`src/verilog/php_defs.svh`:
```
// Purpose: constants for the host bus port core
// Assumes: single bus clock, synchronous active-low reset
// Notes: rule summary below
// Overview of operation
// RULE1: sample bus inputs on rising clock edge only
// RULE2: reset low: drivers off, registers cleared, idle
// RULE3: after reset release resume from default state
// RULE4: suspend mode: ignore reset, keep register contents; code ignores only the bus reset, reset_n still clears all
// RULE5: shared lines carry address, then data
// RULE6: command lines carry command, then byte enables
// RULE7: enable bit n covers data byte lane n
// RULE8: even parity over lines, driven one clock later
// RULE9: parity line undriven when not responsible
`ifndef PHP_DEFS_SVH
`define PHP_DEFS_SVH
`define PHP_AD_W 32
`define PHP_CBE_W 4
`define PHP_LANE_W 8
`define PHP_AD_RST 32'h0000_0000
`define PHP_CBE_RST 4'h0
`endif

```
`src/verilog/php_pkg.sv`:
```
// Purpose: types for the host bus port core
// Assumes: php_defs.svh constants
// Notes: none
`include "php_defs.svh"
package php_pkg;
  typedef struct packed {
    logic [`PHP_AD_W-1:0] ad;
    logic [`PHP_CBE_W-1:0] cbe;
  } php_bus_type;
  typedef struct packed {
    logic [`PHP_AD_W-1:0] addr;
    logic [`PHP_CBE_W-1:0] cmd;
    logic [`PHP_AD_W-1:0] data;
    logic [`PHP_CBE_W-1:0] be;
    logic [`PHP_AD_W-1:0] lane_mask;
    logic addr_valid;
    logic data_valid;
  } php_cap_type;
  typedef enum logic [2:0] {
    PHP_IDLE = 3'b001,
    PHP_ADDR = 3'b010,
    PHP_DATA = 3'b100
  } php_state_type;
endpackage

```
`src/verilog/php_parity.sv`:
```
// Purpose: even parity of bus lines, one clock late
// Assumes: inputs are the driven bus values of the current phase
// Notes: enable delayed with the value so both line up
`timescale 1ns/1ps
`include "php_defs.svh"
module php_parity (
  input wire logic clk,
  input wire logic hold_rst,
  input wire php_pkg::php_bus_type bus_in,
  input wire logic drive_en,
  output logic par_out,
  output logic par_oe
);
  import php_pkg::*;
  logic par_reg, par_next, oe_reg, oe_next;
  always_comb begin
    par_next = ^{bus_in.ad, bus_in.cbe}; // [RULE8]
    oe_next = drive_en; // [RULE9]
    if (hold_rst) begin
      par_next = 1'b0;
      oe_next = 1'b0; // [RULE2]
    end
  end
  always_ff @(posedge clk) begin
    par_reg <= par_next;
    oe_reg <= oe_next;
  end
  assign par_out = par_reg;
  assign par_oe = oe_reg;
  // ***************************
  // checks
  // ***************************
  parity_even_a: assert property (@(posedge clk) // [RULE8]
    disable iff (hold_rst)
    oe_reg |-> ^{par_reg, $past(bus_in.ad), $past(bus_in.cbe)} == 1'b0)
    else $error("parity not even");
endmodule

```
`src/verilog/php_core.sv`:
```
// Purpose: host bus front end: capture, lane decode, parity, reset
// Assumes: transaction control decoded elsewhere into phase strobes
// Notes: suspend_en comes from power logic on the same clock
`timescale 1ns/1ps
`include "php_defs.svh"
module php_core (
  input wire logic clk,
  input wire logic reset_n,
  input wire logic host_bus_reset_n,
  input wire logic suspend_en,
  input wire logic addr_phase,
  input wire logic data_phase,
  input wire logic drive_addr,
  input wire logic drive_data,
  input wire logic par_resp,
  input wire php_pkg::php_bus_type bus_in,
  input wire php_pkg::php_bus_type tx_bus,
  output php_pkg::php_bus_type bus_out,
  output logic ad_oe,
  output logic cbe_oe,
  output logic par_out,
  output logic par_oe,
  output php_pkg::php_cap_type cap,
  output logic active
);
  import php_pkg::*;
  // ***************************
  // input synchronisers
  // ***************************
  // pin is not timed to clk, so two flops before any use
  // reset to the pin's idle level: no false bus reset on release
  logic rst_s1_reg, rst_s1_next, rst_s2_reg, rst_s2_next;
  always_comb begin
    rst_s1_next = host_bus_reset_n;
    rst_s2_next = rst_s1_reg;
    if (!reset_n) begin
      rst_s1_next = 1'b1;
      rst_s2_next = 1'b1;
    end
  end
  always_ff @(posedge clk) begin
    rst_s1_reg <= rst_s1_next;
    rst_s2_reg <= rst_s2_next;
  end
  // ***************************
  // reset qualification
  // ***************************
  // suspend keeps state through a bus reset
  // limitation: reset_n still clears everything in suspend
  logic hold_rst;
  assign hold_rst = !reset_n || (!rst_s2_reg && !suspend_en); // [RULE4]
  // ***************************
  // lane decode
  // ***************************
  function automatic logic [`PHP_AD_W-1:0] lane_mask(
    input logic [`PHP_CBE_W-1:0] be_n
  );
    lane_mask = '0;
    for (int i = 0; i < `PHP_CBE_W; i++) begin
      // active-low enables: low means lane carries data
      lane_mask[i*`PHP_LANE_W +: `PHP_LANE_W] = {`PHP_LANE_W{!be_n[i]}};
    end
  endfunction
  // ***************************
  // phase capture
  // ***************************
  php_state_type state_reg, state_next;
  php_cap_type cap_reg, cap_next;
  logic active_reg, active_next;
  always_comb begin
    state_next = state_reg;
    cap_next = cap_reg;
    // valid bits are one-cycle pulses
    cap_next.addr_valid = 1'b0;
    cap_next.data_valid = 1'b0;
    case (state_reg)
      PHP_IDLE, PHP_ADDR, PHP_DATA: begin
        // address phase wins if both strobes are up
        if (addr_phase) begin
          cap_next.addr = bus_in.ad; // [RULE5]
          cap_next.cmd = bus_in.cbe; // [RULE6]
          cap_next.addr_valid = 1'b1;
          state_next = PHP_ADDR;
        end else if (data_phase) begin
          cap_next.data = bus_in.ad; // [RULE5]
          cap_next.be = bus_in.cbe; // [RULE6]
          cap_next.lane_mask = lane_mask(bus_in.cbe); // [RULE7]
          cap_next.data_valid = 1'b1;
          state_next = PHP_DATA;
        end else begin
          state_next = PHP_IDLE;
        end
      end
      default: state_next = PHP_IDLE;
    endcase
    if (hold_rst) begin
      state_next = PHP_IDLE; // [RULE3]
      cap_next = '0; // [RULE2]
    end
    // registered so the flag leaves straight from a flop
    active_next = state_next != PHP_IDLE;
  end
  always_ff @(posedge clk) begin // [RULE1]
    state_reg <= state_next;
    cap_reg <= cap_next;
    active_reg <= active_next;
  end
  assign cap = cap_reg;
  assign active = active_reg;
  // ***************************
  // line drive
  // ***************************
  // value and enables launch together, one clock after the request
  // pads do the tri-state; low enable means released
  php_bus_type out_reg, out_next;
  logic ad_oe_reg, ad_oe_next, cbe_oe_reg, cbe_oe_next;
  always_comb begin
    out_next = tx_bus;
    ad_oe_next = drive_addr || drive_data; // [RULE5]
    cbe_oe_next = drive_addr || drive_data; // [RULE6]
    if (hold_rst) begin
      out_next.ad = `PHP_AD_RST;
      out_next.cbe = `PHP_CBE_RST;
      ad_oe_next = 1'b0; // [RULE2]
      cbe_oe_next = 1'b0;
    end
  end
  always_ff @(posedge clk) begin
    out_reg <= out_next;
    ad_oe_reg <= ad_oe_next;
    cbe_oe_reg <= cbe_oe_next;
  end
  assign bus_out = out_reg;
  assign ad_oe = ad_oe_reg;
  assign cbe_oe = cbe_oe_reg;
  // ***************************
  // parity
  // ***************************
  // parity covers whatever sat on the lines last clock
  php_parity u_par (
    .clk(clk),
    .hold_rst(hold_rst),
    .bus_in(bus_in),
    .drive_en(par_resp), // [RULE8]
    .par_out(par_out),
    .par_oe(par_oe)
  );
  // ***************************
  // checks
  // ***************************
  reset_quiet_a: assert property (@(posedge clk) // [RULE2]
    hold_rst |=> !ad_oe && !cbe_oe && !par_oe && cap == '0
      && bus_out == '0 && !active)
    else $error("drivers active in reset");
  resume_idle_a: assert property (@(posedge clk) // [RULE3]
    $fell(hold_rst) |-> state_reg == PHP_IDLE)
    else $error("not idle after reset");
  state_hot_a: assert property (@(posedge clk) // [RULE3]
    disable iff (!reset_n) $onehot(state_reg))
    else $error("state not one-hot");
  suspend_keep_a: assert property (@(posedge clk) // [RULE4]
    disable iff (!reset_n)
    (suspend_en && !rst_s2_reg && !addr_phase && !data_phase)
    |=> cap.addr == $past(cap.addr)
      && cap.data == $past(cap.data))
    else $error("suspend lost state");
  addr_cap_a: assert property (@(posedge clk) // [RULE5]
    disable iff (hold_rst)
    addr_phase |=> cap.addr_valid && cap.addr == $past(bus_in.ad)
      && cap.cmd == $past(bus_in.cbe))
    else $error("address capture wrong");
  data_cap_a: assert property (@(posedge clk) // [RULE6]
    disable iff (hold_rst)
    (data_phase && !addr_phase) |=> cap.data_valid
      && cap.data == $past(bus_in.ad) && cap.be == $past(bus_in.cbe))
    else $error("data capture wrong");
  addr_wins_a: assert property (@(posedge clk) // [RULE6]
    disable iff (hold_rst)
    (addr_phase && data_phase) |=> cap.addr_valid && !cap.data_valid)
    else $error("data taken in address phase");
  lane_map_a: assert property (@(posedge clk) // [RULE7]
    disable iff (hold_rst)
    cap.data_valid |-> cap.lane_mask[7:0] == {8{!cap.be[0]}}
      && cap.lane_mask[15:8] == {8{!cap.be[1]}}
      && cap.lane_mask[23:16] == {8{!cap.be[2]}}
      && cap.lane_mask[31:24] == {8{!cap.be[3]}})
    else $error("lane mask wrong");
  valid_pulse_a: assert property (@(posedge clk) // [RULE5]
    disable iff (hold_rst)
    !addr_phase && !data_phase |=> !cap.addr_valid && !cap.data_valid)
    else $error("capture valid without phase");
  data_hold_a: assert property (@(posedge clk) // [RULE5]
    disable iff (hold_rst)
    !hold_rst && !data_phase |=> cap.data == $past(cap.data)
      && cap.be == $past(cap.be) && cap.lane_mask == $past(cap.lane_mask))
    else $error("data fields changed without data phase");
  active_flag_a: assert property (@(posedge clk) // [RULE3]
    disable iff (hold_rst)
    !hold_rst |=> active == $past(addr_phase || data_phase))
    else $error("active flag wrong");
  drive_out_a: assert property (@(posedge clk) // [RULE5]
    disable iff (hold_rst)
    !hold_rst && (drive_addr || drive_data) |=> ad_oe && cbe_oe
      && bus_out == $past(tx_bus))
    else $error("bus drive wrong");
  drive_idle_a: assert property (@(posedge clk) // [RULE6]
    disable iff (hold_rst)
    !drive_addr && !drive_data |=> !ad_oe && !cbe_oe)
    else $error("bus driven without request");
  par_idle_a: assert property (@(posedge clk) // [RULE9]
    disable iff (hold_rst)
    !par_resp |=> !par_oe)
    else $error("parity driven when not owner");
  par_late_a: assert property (@(posedge clk) // [RULE8]
    disable iff (hold_rst)
    par_resp |=> par_oe
      && par_out == ^{$past(bus_in.ad), $past(bus_in.cbe)})
    else $error("parity late or wrong");
  sync_rst_a: assert property (@(posedge clk) // [RULE1]
    disable iff (!reset_n)
    (!host_bus_reset_n && !suspend_en) [*3] |-> hold_rst)
    else $error("bus reset not taken");
endmodule

```
`config.mk`:
```
export PLATFORM = sky130hd
export DESIGN_NAME = php_core
export DESIGN_NICKNAME = d
export VERILOG_FILES = /design/src/verilog/php_pkg.sv /design/src/verilog/php_parity.sv /design/src/verilog/php_core.sv
export VERILOG_INCLUDE_DIRS = /design/src /design/src/verilog
export SDC_FILE = /design/constraint.sdc
export NUM_CORES = 1
export LEC_CHECK = 0
export ABC_AREA = 1
export BUFFER_PORTS_ARGS = -buffer_cell sky130_fd_sc_hd__buf_2
export CORE_UTILIZATION = 42
export DETAILED_ROUTE_END_ITERATION = 12
export PLACE_DENSITY = 0.77
export SETUP_SLACK_MARGIN = 0.5
export SYNTH_ARGS = -nofsm -noshare
export SYNTH_HDL_FRONTEND = slang
export SYNTH_SLANG_ARGS = --single-unit
```
`constraint.sdc`:
```
create_clock -name clk -period 2 [get_ports clk]
set_input_delay 0.6 -clock clk [delete_from_list [all_inputs] [get_ports clk]]
set_output_delay 0.6 -clock clk [all_outputs]
set_load 0.05 [all_outputs]
```
==> results by group <==
Synth
  • Largest cells by area after synthesis: dfxtp_1, nand2_1, a21oi_1, inv_1, o21ai_0
  • Synthesis Warnings: 0
  • Synth area leader: dfxtp_1
  • Most common library cells after synthesis: nand2_1, dfxtp_1, inv_1
  • Asr flop ratio synth: 0
  • Most used DFF post-synth: dfxtp_1
  • Syn_nets: 758
  • Yosys reg bits: 123
  • Seq/Total Area, Yosys: 0.4952
  • Yosys cell types: 22
  • Synthesized area: 4972 um2
  • Number of enable flip-flop cells after synthesis: 0
  • Count leader, synth: nand2_1
  • Gate Count Post-Synth: 677
  • Mapped Avg Cell Area: 7.345 um2
  • Post-synth top area share: 0.4952

Worst hold path
  • Hold Path Origin: host_bus_reset_n
  • Worst Hold Path Cells: 3
  • Tightest Hold Check Type: in2reg
  • Hold worst-path end: rst_s1_reg

Finish
  • Layout fillers: 672
  • Number of flip-flops under the largest register name: 78
  • Post-layout util: 0.7709
  • Nets: 991
  • Layout area overhead: 77.78%
  • Share of cells above drive strength 1: 0.5461

Critical path
  • Critical Path RT: 2330 ps
  • Critical R2R Launch: state_reg[1]
  • Reg2reg path depth: 6
  • Worst-path cell chain: or2_1 -> mux2_4 -> nand3_4 -> inv_8 -> bufbuf_16 -> a21oi_1
  • Flop2flop setup slack: 310 ps
  • Worst Path Arrival: 2010 ps
  • Worst-path maximum fanout: 6
  • Worst reg2reg endpoint: cap[63]
  • Critical-path top delay cell: mux2_4
  • Crit path largest cell delay: 360 ps
  • CP Class: reg2reg
  • CP Capture Type: flip-flop
  • CP Launch Type: flip-flop

Global routing
  • Largest net degree at the start of global routing: 47
  • Via count of the first global-routing pass: 4868
  • First-pass GRT wire length: 24910 um
  • Total track usage: 0.2628
  • Grt ovf: 0
  • Initial antenna violation count: 1

Routing
  • Wire length per cell: 17.31 um
  • Routed vias: 5306
  • DRC Markers: 0
  • Drt total wl: 18440 um
  • Via/cell ratio: 4.982
  • Iter 0 DRT Violations: 303
  • Drt pass-1 iters: 5
  • Final ANT Viol Nets: 0

Timing
  • FMAX: 593.0 MHz
  • Fin crit period: 1686 ps
  • Final Max Tran Viols: 0
  • Slew headroom: 0.6626
  • Crit share post-route: 0.8432
  • Worst-margin pin slew: 506.2 ps
  • Setup Viol. Count Final: 0
  • Layout Skew: 10.29 ps
  • Hold_ws: 361.9 ps
  • Final Hold Fails: 0
  • RSZ-0062 raised after global routing: yes
  • Setup TNS Final: 0 ps

Run
  • Max-Cap Viols: 0

Run status
  • Status: finished, final reports clean

Place
  • PortBufs: 227
  • DPL Wire Length: 8924 um
  • Final GP Congestion: 0.7808

CTS
  • CTS buffer count: 17
  • Worst-Skew Late Latency: 410 ps
  • Clk buf depth: 2
  • CTS Hold Buffers Added: 0
  • Clk slew on worst S/H paths: 60 ps
  • H-tree Lvls: 4
  • CTS tree: done
  • Root Buffer: clkbuf_16
  • Clock Sinks: 123

Die
  • Core ar.: 11470 um2
  • Starting density of the core: 0.4336
  • Rows: 39
  • Die Footprint: 12280 um2
  • Die Y: 110.8 um
  • Die width: 110.8 um
  • IO Pins: 228

Pwr
  • VDD IR max: 0.0008661 V
  • Leakage: 4.374 nW
  • Pwr Density: 982.7 nW/um2
metrics by stage:
step	setup slack, ps	power [mW]	cell area, um2	std cells
2_1_floorplan	465.2	4.163	5004	677
3_3_place_gp	197.4	4.535	6023	996
3_5_place_dp	183.6	4.555	6023	996
4_1_cts	368.5	8.355	8190	1042
5_1_grt	302.1	8.961	8840	1065
6_report	313.7	8.686	8840	1065
cell families after synthesis:
group | share of synthesized area
muxes | 0.003019
AOI/OAI and AO/OA | 0.1399
DFF | 0.4952
buffers and inverters | 0.1449
xor gates and xnor gates | 0.01409
and+or+nand+nor | 0.2028
layer usage:
layer / vias to the layer above / track usage / wire, um
met2: 258 / 0.4812 / 9939
li1: 2530 / - / -
met1: 2455 / 0.2823 / 6580
met4: 0 / 0.1191 / 804
met3: 63 / 0.06670 / 1115
met5: - / 0 / 0
layout make-up:
class,count,area (um2),area share
clock buffers,22,464.2,0.05251
repair inverters,2,27.53,0.003114
repair buffers,270,2960,0.3349
diodes,1,2.502,0.0002831
well taps,143,178.9,0.02024
clock inverters,8,142.6,0.01614
flip-flops and latches,123,2636,0.2982
multi-input cells,406,2063,0.2334
inverters,90,364.1,0.04119
report_power, final:
part | internal, mW | switching (mW) | leakage, nW
sequential | 2.70 | 0.193 | 1.06
clock | 2.13 | 1.08 | 0.296
combinational | 1.02 | 1.57 | 3.02
total | 5.85 | 2.84 | 4.37
how the worst max path moves through the flow:
stage	endpoint	start	slack (ps)
after floorplan	bus_out[10]	suspend_en	470
after global placement	u_par.par_out	bus_in[1]	200
after detailed placement	u_par.par_out	bus_in[1]	180
after CTS	cap[24]	cap[25]	370
after global routing	cap[43]	state_reg[1]	300
final	cap[63]	state_reg[1]	310
what timing repair did:
action | CTS | global route
gates resized for setup | 507 | 166
pin swaps | 5 | 17
setup buffers | 9 | 21
hold endpoints to repair | 0 | 0
setup endpoints to repair | 203 | 227
gates cloned | 7 | 1
layout by cell type (no fill, tap or decap), types with 4 or more instances in the layout:
master       n
nor2_4       4
dfxtp_1      4
nand3_1      4
inv_1       69
o21ai_0     12
a21oi_2     15
buf_4       25
buf_6       60
dfxtp_2    109
nand2_1    168
inv_2       18
nor2_1      68
buf_12       4
clkbuf_16   17
o21ai_1     35
dfxtp_4     10
buf_2       77
xnor2_1      5
bufinv_16    4
o21ai_2     25
a21oi_4      4
buf_16       6
nand2_2      7
a21oi_1     47
buf_8       94
critical path: cells and delay by family (launching register included):
family                 cells  cell delay [ps]
flip-flops                 1              310
AO/OA/AOI/OAI              1              170
AND/OR/NAND/NOR            2              380
multiplexers               1              360
buffers and inverters      2              370
(Power assumes the default switching activity.)
